$ cat src/design/echo_adapt_pkg.sv
package echo_adapt_pkg;
  // Register indexes: one byte register per 32-bit word, so the byte
  // address on the bus is four times the index.
  localparam logic [7:0] IDX_CTL3_A = 8'h08;
  localparam logic [7:0] IDX_CTL4_A = 8'h09;
  localparam logic [7:0] IDX_NLP_A = 8'h0B;
  localparam logic [7:0] IDX_CTL3_B = 8'h28;
  localparam logic [7:0] IDX_CTL4_B = 8'h29;
  localparam logic [7:0] IDX_NLP_B = 8'h2B;
  localparam logic [7:0] IDX_CNS_A = 8'h10;
  localparam logic [7:0] IDX_CNS_B = 8'h30;
  localparam logic [7:0] IDX_STAT_A = 8'h11;
  localparam logic [7:0] IDX_STAT_B = 8'h31;
  localparam int ADDR_W = 8;
  // Reset values
  localparam logic [7:0] RST_CTL3 = 8'h0A;
  localparam logic [7:0] RST_CTL4 = 8'h50;
  localparam logic [7:0] RST_NLP = 8'h00;
  localparam logic [7:0] RST_CNS = 8'h80;
  localparam logic [7:0] CNS_UNITY = 8'h80;
  // Field positions
  localparam int BIT_INSTAB_EN = 3;
  localparam int BIT_PATH_CLR = 2;
  localparam int BIT_PATH_DET = 1;
  localparam int DUR_LSB = 4;
  localparam int DUR_MSB = 6;
  localparam logic [7:0] MASK_CTL3 = 8'h0E;
  localparam logic [7:0] MASK_CTL4 = 8'h70;
  // Fast convergence time per duration step
  localparam int FAST_STEP_MS = 1;
  localparam int CLK_KHZ = 40000;
  localparam int FAST_STEP_CYC = FAST_STEP_MS * CLK_KHZ;
  // Status bit positions
  localparam int ST_FAST = 0;
  localparam int ST_CLEAR = 1;
  localparam int ST_INSTAB = 2;
endpackage

$ cat src/design/canceller_ctl.sv
`timescale 1ns/1ps
// Per-canceller control: detector gating and fast convergence timer
module canceller_ctl #(
  parameter int STEP_CYC = echo_adapt_pkg::FAST_STEP_CYC
) (
  input wire logic clk_i,
  input wire logic rst_i,
  input wire logic [7:0] ctl3_i,
  input wire logic [7:0] ctl4_i,
  input wire logic [7:0] cns_i,
  input wire logic path_change_i,
  input wire logic instab_i,
  input wire logic conv_restart_i,
  input wire logic [15:0] noise_i,
  output logic path_det_en_o,
  output logic instab_det_en_o,
  output logic estimate_clear_o,
  output logic fast_conv_o,
  output logic instab_event_o,
  output logic [15:0] noise_o
);
  logic [2:0] dur;
  logic take;
  logic restart;
  logic [31:0] cnt_q;
  logic [2:0] steps_q;
  logic [23:0] prod;

  assign dur = ctl4_i[echo_adapt_pkg::DUR_MSB:echo_adapt_pkg::DUR_LSB];
  // Path clear only counts while the detector is on
  assign take = path_change_i & ctl3_i[echo_adapt_pkg::BIT_PATH_DET];
  assign restart = take | conv_restart_i;
  assign prod = noise_i * cns_i;

  // Detector enables follow the control bits
  always_ff @(posedge clk_i) begin
    if (rst_i) begin
      path_det_en_o <= 1'b0;
      instab_det_en_o <= 1'b0;
      instab_event_o <= 1'b0;
    end else begin
      path_det_en_o <= ctl3_i[echo_adapt_pkg::BIT_PATH_DET];
      instab_det_en_o <= ctl3_i[echo_adapt_pkg::BIT_INSTAB_EN];
      instab_event_o <= instab_i & ctl3_i[echo_adapt_pkg::BIT_INSTAB_EN];
    end
  end

  // Estimate clear pulse only with path clear set
  always_ff @(posedge clk_i) begin
    if (rst_i) begin
      estimate_clear_o <= 1'b0;
    end else begin
      estimate_clear_o <= take & ctl3_i[echo_adapt_pkg::BIT_PATH_CLR];
    end
  end

  // Fast convergence lasts dur steps; zero means forever
  always_ff @(posedge clk_i) begin
    if (rst_i) begin
      fast_conv_o <= 1'b1;
      cnt_q <= 32'h0000_0000;
      steps_q <= 3'h0;
    end else if (restart) begin
      fast_conv_o <= 1'b1;
      cnt_q <= 32'h0000_0000;
      steps_q <= 3'h0;
    end else if (fast_conv_o && dur != 3'h0) begin
      // Longer code gives more steps: monotonic R12
      if (cnt_q >= 32'(STEP_CYC - 1)) begin
        cnt_q <= 32'h0000_0000;
        steps_q <= steps_q + 3'h1;
        if (steps_q + 3'h1 >= dur) begin
          fast_conv_o <= 1'b0;
        end
      end else begin
        cnt_q <= cnt_q + 32'h0000_0001;
      end
    end else if (dur == 3'h0) begin
      fast_conv_o <= 1'b1;
    end
  end

  // Linear noise scaling, 80h is unity gain
  always_ff @(posedge clk_i) begin
    if (rst_i) begin
      noise_o <= 16'h0000;
    end else begin
      noise_o <= prod[22:7];
    end
  end
endmodule

$ cat src/design/echo_adapt_control_regs.sv
`timescale 1ns/1ps
// Function
// Software writes zero to reserved bits
// Instability detector runs when its enable set
// Path clear set: erase estimate, fast converge
// Path clear low: keep estimate, fast converge
// Path clear ignored when detection disabled
// Path change detector runs when enabled
// Duration field sets fast convergence length
// Duration zero keeps fast convergence forever
// Control three at 08h/28h, four 09h/29h
// Noise scale 80h leaves level unchanged
// Noise scales linearly with value over 80h
// Longer duration code gives longer convergence
module echo_adapt_control_regs #(
  parameter int STEP_CYC = echo_adapt_pkg::FAST_STEP_CYC
) (
  input wire logic clk_i,
  input wire logic rst_i,
  input wire logic wb_cyc_i,
  input wire logic wb_stb_i,
  input wire logic wb_we_i,
  input wire logic [9:0] wb_adr_i,
  input wire logic [3:0] wb_sel_i,
  input wire logic [31:0] wb_dat_i,
  output logic [31:0] wb_dat_o,
  output logic wb_ack_o,
  input wire logic [1:0] path_change_i,
  input wire logic [1:0] instab_i,
  input wire logic [1:0] conv_restart_i,
  input wire logic [15:0] noise_a_i,
  input wire logic [15:0] noise_b_i,
  output logic [1:0] path_det_en_o,
  output logic [1:0] instab_det_en_o,
  output logic [1:0] estimate_clear_o,
  output logic [1:0] fast_conv_o,
  output logic [7:0] nlp_ramp_bits_a_o,
  output logic [7:0] nlp_ramp_bits_b_o,
  output logic [15:0] noise_a_o,
  output logic [15:0] noise_b_o
);
  logic [7:0] adapt_control_three_a_q;
  logic [7:0] adapt_control_four_a_q;
  logic [7:0] nlp_ramp_control_a_q;
  logic [7:0] adapt_control_three_b_q;
  logic [7:0] adapt_control_four_b_q;
  logic [7:0] nlp_ramp_control_b_q;
  logic [7:0] comfort_noise_scale_a_q;
  logic [7:0] comfort_noise_scale_b_q;
  logic [2:0] instab_seen_q [2];
  logic [1:0] instab_ev;
  logic [7:0] idx;
  logic req;
  logic wr;
  logic [7:0] wd;
  logic [7:0] rd_d;

  // Index is word address; low two bits are byte lane
  assign idx = wb_adr_i[9:2];
  assign req = wb_cyc_i & wb_stb_i & ~wb_ack_o;
  assign wr = req & wb_we_i & wb_sel_i[0];
  assign wd = wb_dat_i[7:0];

  // Ack one cycle after the strobe, dropped the next
  always_ff @(posedge clk_i) begin
    if (rst_i) begin
      wb_ack_o <= 1'b0;
    end else begin
      wb_ack_o <= req;
    end
  end

  // Register writes; reserved bits are stored as zero
  always_ff @(posedge clk_i) begin
    if (rst_i) begin
      adapt_control_three_a_q <= echo_adapt_pkg::RST_CTL3;
      adapt_control_four_a_q <= echo_adapt_pkg::RST_CTL4;
      nlp_ramp_control_a_q <= echo_adapt_pkg::RST_NLP;
      adapt_control_three_b_q <= echo_adapt_pkg::RST_CTL3;
      adapt_control_four_b_q <= echo_adapt_pkg::RST_CTL4;
      nlp_ramp_control_b_q <= echo_adapt_pkg::RST_NLP;
      comfort_noise_scale_a_q <= echo_adapt_pkg::RST_CNS;
      comfort_noise_scale_b_q <= echo_adapt_pkg::RST_CNS;
    end else if (wr) begin
      // Masking guards logic against software ignoring zero fill R1
      unique case (idx)
        echo_adapt_pkg::IDX_CTL3_A:
          adapt_control_three_a_q <= wd & echo_adapt_pkg::MASK_CTL3;
        echo_adapt_pkg::IDX_CTL4_A:
          adapt_control_four_a_q <= wd & echo_adapt_pkg::MASK_CTL4;
        echo_adapt_pkg::IDX_NLP_A: nlp_ramp_control_a_q <= wd;
        echo_adapt_pkg::IDX_CTL3_B:
          adapt_control_three_b_q <= wd & echo_adapt_pkg::MASK_CTL3;
        echo_adapt_pkg::IDX_CTL4_B:
          adapt_control_four_b_q <= wd & echo_adapt_pkg::MASK_CTL4;
        echo_adapt_pkg::IDX_NLP_B: nlp_ramp_control_b_q <= wd;
        echo_adapt_pkg::IDX_CNS_A: comfort_noise_scale_a_q <= wd;
        echo_adapt_pkg::IDX_CNS_B: comfort_noise_scale_b_q <= wd;
        default: begin
        end
      endcase
    end
  end

  // Sticky status: set wins over the write-one clear
  always_ff @(posedge clk_i) begin
    if (rst_i) begin
      instab_seen_q[0] <= 3'h0;
      instab_seen_q[1] <= 3'h0;
    end else begin
      for (int i = 0; i < 2; i++) begin
        if (wr && idx == (i == 0 ? echo_adapt_pkg::IDX_STAT_A :
                          echo_adapt_pkg::IDX_STAT_B)) begin
          instab_seen_q[i] <= instab_seen_q[i] & ~wd[2:0];
        end
        if (estimate_clear_o[i]) begin
          instab_seen_q[i][echo_adapt_pkg::ST_CLEAR] <= 1'b1;
        end
        if (instab_ev[i]) begin
          instab_seen_q[i][echo_adapt_pkg::ST_INSTAB] <= 1'b1;
        end
      end
    end
  end

  // Read mux; unmapped addresses read zero and still ack
  always_comb begin
    rd_d = 8'h00;
    unique case (idx)
      echo_adapt_pkg::IDX_CTL3_A: rd_d = adapt_control_three_a_q;
      echo_adapt_pkg::IDX_CTL4_A: rd_d = adapt_control_four_a_q;
      echo_adapt_pkg::IDX_NLP_A: rd_d = nlp_ramp_control_a_q;
      echo_adapt_pkg::IDX_CTL3_B: rd_d = adapt_control_three_b_q;
      echo_adapt_pkg::IDX_CTL4_B: rd_d = adapt_control_four_b_q;
      echo_adapt_pkg::IDX_NLP_B: rd_d = nlp_ramp_control_b_q;
      echo_adapt_pkg::IDX_CNS_A: rd_d = comfort_noise_scale_a_q;
      echo_adapt_pkg::IDX_CNS_B: rd_d = comfort_noise_scale_b_q;
      echo_adapt_pkg::IDX_STAT_A:
        rd_d = {5'h00, instab_seen_q[0][2:1], fast_conv_o[0]};
      echo_adapt_pkg::IDX_STAT_B:
        rd_d = {5'h00, instab_seen_q[1][2:1], fast_conv_o[1]};
      default: rd_d = 8'h00;
    endcase
  end

  // Read data registered with the ack
  always_ff @(posedge clk_i) begin
    if (rst_i) begin
      wb_dat_o <= 32'h0000_0000;
    end else if (req) begin
      wb_dat_o <= {24'h00_0000, rd_d};
    end
  end

  // Ramp bits pass through one more register stage on the way out
  always_ff @(posedge clk_i) begin
    if (rst_i) begin
      nlp_ramp_bits_a_o <= echo_adapt_pkg::RST_NLP;
      nlp_ramp_bits_b_o <= echo_adapt_pkg::RST_NLP;
    end else begin
      nlp_ramp_bits_a_o <= nlp_ramp_control_a_q;
      nlp_ramp_bits_b_o <= nlp_ramp_control_b_q;
    end
  end

  // Canceller A
  canceller_ctl #(.STEP_CYC(STEP_CYC)) u_ctl_a (
    .clk_i(clk_i),
    .rst_i(rst_i),
    .ctl3_i(adapt_control_three_a_q),
    .ctl4_i(adapt_control_four_a_q),
    .cns_i(comfort_noise_scale_a_q),
    .path_change_i(path_change_i[0]),
    .instab_i(instab_i[0]),
    .conv_restart_i(conv_restart_i[0]),
    .noise_i(noise_a_i),
    .path_det_en_o(path_det_en_o[0]),
    .instab_det_en_o(instab_det_en_o[0]),
    .estimate_clear_o(estimate_clear_o[0]),
    .fast_conv_o(fast_conv_o[0]),
    .instab_event_o(instab_ev[0]),
    .noise_o(noise_a_o)
  );

  // Canceller B
  canceller_ctl #(.STEP_CYC(STEP_CYC)) u_ctl_b (
    .clk_i(clk_i),
    .rst_i(rst_i),
    .ctl3_i(adapt_control_three_b_q),
    .ctl4_i(adapt_control_four_b_q),
    .cns_i(comfort_noise_scale_b_q),
    .path_change_i(path_change_i[1]),
    .instab_i(instab_i[1]),
    .conv_restart_i(conv_restart_i[1]),
    .noise_i(noise_b_i),
    .path_det_en_o(path_det_en_o[1]),
    .instab_det_en_o(instab_det_en_o[1]),
    .estimate_clear_o(estimate_clear_o[1]),
    .fast_conv_o(fast_conv_o[1]),
    .instab_event_o(instab_ev[1]),
    .noise_o(noise_b_o)
  );
endmodule

$ cat config.mk
export PLATFORM = sky130hd
export DESIGN_NAME = echo_adapt_control_regs
export DESIGN_NICKNAME = d
export VERILOG_FILES = /design/src/design/echo_adapt_pkg.sv /design/src/design/canceller_ctl.sv /design/src/design/echo_adapt_control_regs.sv
export SDC_FILE = /design/constraint.sdc
export NUM_CORES = 1
export LEC_CHECK = 0
export BUFFER_PORTS_ARGS = -buffer_cell sky130_fd_sc_hd__clkbuf_2
export CAP_MARGIN = 10
export CORE_MARGIN = 3
export CORE_UTILIZATION = 40
export DETAILED_ROUTE_END_ITERATION = 7
export RECOVER_POWER = 25
export REMOVE_ABC_BUFFERS = 1
export SETUP_SLACK_MARGIN = 0.02
export SLEW_MARGIN = 20
export SYNTH_ARGS = -nofsm -noshare
export SYNTH_HDL_FRONTEND = slang
export SYNTH_SLANG_ARGS = --single-unit
export TNS_END_PERCENT = 50
$ cat constraint.sdc
create_clock -name clk_i -period 6.1 [get_ports clk_i]
set_input_delay 0.305 -clock clk_i [delete_from_list [all_inputs] [get_ports clk_i]]
set_output_delay 0.305 -clock clk_i [all_outputs]
set_load 0.05 [all_outputs]
Word-level counts from Yosys, hierarchy flattened --
Memories as Yosys holds them, arrays and structs flattened. Cells that the tools add are included.
Storage, ports and cells: memories kept 1, output and inout port bits 89, logic and storage cells 136, register bits after elaboration 181, bits in writable memories 6
Operators by class: multiply operators 2, muxes and demuxes 37, magnitude comparators 4, $add $sub $neg 4, bitwise operators 22, equality and inequality tests 14, reduce and logical (&&, ||, !) cells 24
Memories:
- instab_seen_q | depth 2, width 3, read ports 2, clocked after memory_dff 0, wr ports 2, RTL line echo_adapt_control_regs.sv:50 | logic [2:0] instab_seen_q [2];
Operators by type and width (number):
- $pmux W8 S10 | 1
- $add A32 B1 Y32 const B | 2
- $ge A32 B16 Y1 const B | 2
- $mux W32 | 2
- $mul A16 B8 Y23 | 2
- $eq A8 B6 Y1 const B | 5
- $mux W1 | 32
- $eq A8 B4 Y1 const B | 3
- $reduce_and A2 Y1 | 10
- $eq A8 B5 Y1 const B | 2
- $and A1 B1 Y1 | 10
- $ne A2 B2 Y1 const B | 4
- $or A1 B1 Y1 | 8
- $add A3 B1 Y3 const B | 2
- $and A3 B3 Y3 | 2
- $ge A3 B3 Y1 | 2
- $logic_not A3 Y1 | 2
- $mux W3 | 2
- $reduce_and A3 Y1 | 2
- $reduce_bool A3 Y1 | 2
- $logic_and A1 B1 Y1 | 4
- $reduce_bool A2 Y1 | 2
- $reduce_or A2 Y1 | 2
- $not A3 Y3 | 1
- $not A1 Y1 | 1

Depth between registers and ports, before layout --
depth after elaboration 10, depth in mapped cells 18, gate-level depth less buffers 16

By module --
From an unflattened synthesis, not the netlist that was laid out.
Unflattened totals: cell total of the unflattened synthesis 1752, area, all modules 15757.6 um^2
Modules (own cells, without submodules):
- canceller_ctl (u_ctl_a) | seq. area each 1121.1 um^2, cells each 694, area each 6313.6 um^2, times used 1
- canceller_ctl (u_ctl_b) | seq. area each 1121.1 um^2, cells each 681, area each 6073.3 um^2, times used 1
- echo_adapt_control_regs | seq. area each 1481.4 um^2, cells each 377, area each 3370.7 um^2, times used 1

Worst setup path before layout --
No wires, ideal clock.
kind register -> register, from register comfort_noise_scale_a_q[7], to register u_ctl_a.noise_o[11], buffers on the path 1, cell stages (with the launch flop) 15, slack 1.391 ns, clock period less this slack 4.709 ns, data arrival time 4.586 ns, library setup time 0.123 ns, data required time 5.977 ns, path through dfxtp_1 -> clkbuf_1 -> nand2_1 -> fa_1 -> fa_1 -> fa_1 -> fa_1 -> inv_1 -> ha_1 -> a21o_1 -> a221oi_2 -> a211oi_1 -> or2_1 -> a31oi_1 -> mux2_1
On the way: longest elaborated chain between the ends 1
RTL lines:
- start, declared | RTL line echo_adapt_control_regs.sv:48 | logic [7:0] comfort_noise_scale_a_q;
- start signal, assigned | RTL line echo_adapt_control_regs.sv:82 | comfort_noise_scale_a_q <= echo_adapt_pkg::RST_CNS;
- start signal, assigned | RTL line echo_adapt_control_regs.sv:97 | echo_adapt_pkg::IDX_CNS_A: comfort_noise_scale_a_q <= wd;
- $mul A16 B8 Y23 | RTL line canceller_ctl.sv:33 | assign prod = noise_i * cns_i;
- end signal, assigned | RTL line canceller_ctl.sv:88 | noise_o <= prod[22:7];
- end, declared | RTL line canceller_ctl.sv:20 | output logic [15:0] noise_o
Every way passes these cells. A chain may end at the register's enable or synchronous reset.

Worst setup path after layout --
Ends and elaborated chain as after synthesis.

==> results.json <==
{
  "gp_congestion": 0.882,
  "floorplan.initialDensity_pct": 41.1,
  "crit_chain": "nand2_1, fa_1, fa_1, fa_1, fa_1, inv_1, ha_1, and3_1, a221oi_2, a211oi_1, or2_1, a31oi_1, mux2_1",
  "cts_inserted_buffers": 17,
  "finalCriticalPeriod_ns": 5.26,
  "yosysTopAreaCell": "dfxtp_1",
  "cts.path.max_buffers": 2,
  "synth_warnings": 0,
  "synth_top_area_share_pct": 24.0,
  "post-cts-setup-buffers": 0,
  "io_buffers": 124,
  "clkLatencyLatePin_ns": 0.45,
  "cts_tree": "built",
  "slowest_delay_ns": 0.69,
  "die_area_um2": 40600,
  "cp-end-kind": "flip-flop",
  "synthTopCellsByArea": "dfxtp_1 (24%), fa_1 (21%), and2_1 (8.0%)",
  "core_um2": 37100,
  "syn_avg_cell_area_um2": 9.04,
  "yosysSeqAreaShare_pct": 24.4,
  "ys_seq_elements": 185,
  "synthArstFlopShare_pct": 0,
  "holdWs_ns": 0.100,
  "nets": 2122,
  "layout-drive-gt1-share_pct": 8.64,
  "cp_slowest_cell": "dfxtp_1",
  "syn_to_final_growth_pct": 9.34,
  "fin_skew_ns": 0.00886,
  "maxCapViolations": 2,
  "antenna_found_initial": 3,
  "cts.sinks": 185,
  "dpl.hpwl_mm": 29.4,
  "route.detailed.drc": 0,
  "timing.fmax_ghz": 0.190,
  "grt_max_degree": 54,
  "crit_fanout": 18,
  "multiInputGateArea_um2": 10400,
  "crit_type": "flip-flop to flip-flop",
  "worst_ep_required_time_ns": 6.44,
  "power_leakage_nw": 7.70,
  "num_vias": 11800,
  "cts_resized": 0,
  "path_delay_family": "adder cells",
  "seq_area_um2": 3720,
  "die_w_um": 201,
  "ir_drop_mv": 0.210,
  "finalSetupTns_ns": 0,
  "worst_slew_pin_slew_ns": 2.61,
  "ant_nets": 0,
  "wl_per_cell_um": 16.4,
  "rsz0062_at_grt": "false",
  "cts_hold_repair.buffers": 0,
  "cp_common_cell": "fa_1",
  "setup_viol": 0,
  "relSlewSlack_pct": -73.7,
  "vias_per_cell": 5.12,
  "cp.buffers_inverters": 1,
  "overflow": 0,
  "die_h_um": 201,
  "syn_inst": 1691,
  "power_density_nw_per_um2": 159,
  "grt_pass1_wl_mm": 63.1,
  "critPathLaunchType": "flip-flop",
  "fin_crit_sh_pct": 86.2,
  "clk_pin_slew_ns": 0.08,
  "dr.pass1.iters": 5,
  "cts-root-buf": "clkbuf_16",
  "routed_wl_mm": 37.8,
  "cp.arrival_ns": 5.60,
  "synth-main-ff-cell": "dfxtp_1",
  "hold_class": "input port to flip-flop",
  "h-tree-depth": 4,
  "failed_checks": "max-capacitance violations, max-slew violations",
  "track_usage_pct": 19.2,
  "finalHoldViolCount": 0,
  "pin_count": 178,
  "drv_slew": 106,
  "fill_cells": 3711,
  "synth-edff-count": 2,
  "status": "finished, violations left",
  "drt_iter0_markers": 765,
  "fp-row-count": 70,
  "grt_pass1_vias": 12100,
  "synth_cell_types": 78,
  "synthesis.area_um2": 15300
}
==> worst register-to-register path, stage by stage (launching register included) <==
cell and delay, ns:
dfxtp_1 0.69, nand2_1 0.16, fa_1 0.54, fa_1 0.53, fa_1 0.54, fa_1 0.56, inv_1 0.04, ha_1 0.33
and3_1 0.22, a221oi_2 0.47, a211oi_1 0.22, or2_1 0.31, a31oi_1 0.19, mux2_1 0.33
==> path summary, 6_finish.rpt <==
path	startpoint	end	slack (ns)	cells after the start
min reg2reg	u_ctl_b.instab_event_o	instab_seen_q[1][2]	0.45	2
min	instab_i[0]	u_ctl_a.instab_event_o	0.10	2
max	comfort_noise_scale_a_q[7]	u_ctl_a.noise_o[11]	0.84	13
max reg2reg	comfort_noise_scale_a_q[7]	u_ctl_a.noise_o[11]	0.84	13
==> metrics by stage <==
step / power [W] / instance area (um2) / instances / util (%) / worst slack (ns)
after floorplan: 0.00145 / 14900 / 1633 / - / 1.50
final: 0.00266 / 16700 / 2299 / 45.0 / 0.840
after global routing: 0.00276 / 16700 / 2298 / 45.0 / 0.573
after global placement: 0.00156 / 16200 / 2266 / 43.6 / 0.918
after CTS: 0.00270 / 16800 / 2298 / 45.1 / 0.824
after detailed placement: 0.00156 / 16200 / 2266 / 43.6 / 0.857
==> cell families (layout without fill, tap and decap cells) <==
logic type	Yosys count	in the layout	synth area share [%]
compound gates	177	177	7.79
xor+xnor	63	63	3.61
fa+ha+maj	252	252	28.7
buf+inv	276	356	7.90
flops	185	185	24.4
mux	64	64	4.58
other cells	1	25	0.0245
simple gates	673	673	23.0
==> synth_stat cells (34+ instances only) <==
cell type  number
dfxtp_1       183
xnor2_1        35
mux2i_1        44
nand3_1        34
nand2_1       134
nor2b_1        34
nor2_1        158
and2_1        195
inv_1         194
clkbuf_1       34
fa_1          164
ha_1           88
a21oi_1        52
==> sequential cells by signal, summed over array words and instances, names as in the netlist, 4 cells and up <==
| register | cells |
|---|---|
| comfort_noise_scale_a_q | 8 |
| nlp_ramp_control_a_q | 8 |
| instab_seen_q | 4 |
| u_ctl_a.noise_o | 16 |
| u_ctl_b.noise_o | 16 |
| u_ctl_b.cnt_q | 32 |
| wb_dat_o | 8 |
| nlp_ramp_bits_b_o | 8 |
| u_ctl_a.cnt_q | 32 |
| nlp_ramp_bits_a_o | 8 |
| nlp_ramp_control_b_q | 8 |
| comfort_noise_scale_b_q | 8 |
==> cells in the final DEF (no fill, tap or decap), drive strengths merged, types with 24 or more instances in the layout <==
master,Yosys,layout
inv,194,200
and2,195,195
dfxtp,183,183
fa,164,164
nor2,159,159
clkbuf,34,145
nand2,135,135
ha,88,88
a21oi,53,53
mux2i,44,44
xnor2,35,35
nand3,34,34
nor2b,34,34
o21ai,30,30
xor2,28,28
conb,1,24
==> cell type report <==
| class | count | share of cell area [%] |
|---|---|---|
| Clock buffer | 20 | 2.73 |
| Timing Repair Buffer | 129 | 3.60 |
| Inverter | 195 | 4.38 |
| Tap cell | 504 | 3.77 |
| Clock inverter | 12 | 0.749 |
| Sequential cell | 185 | 22.3 |
| Multi-Input combinational cell | 1253 | 62.5 |
| Antenna cell | 1 | 0.0150 |
==> where the power goes <==
part / internal, W / leakage, nW / switching [W] / total, W
sequential: 0.00122 / 1.51 / 0.00000528 / 0.00123
clock: 0.000566 / 0.287 / 0.000557 / 0.00112
combinational: 0.0000773 / 5.90 / 0.000226 / 0.000303
==> metal layers <==
layer  part of all wire [%]  global-route usage [%]  vias to the layer above
met5                  0.056                       0                        -
met4                    2.7                    6.35                        4
met3                    5.8                    3.48                       55
met2                     46                    30.8                      289
met1                     46                    26.3                     5799
li1                       -                       -                     5634
(Power assumes the default switching activity.)
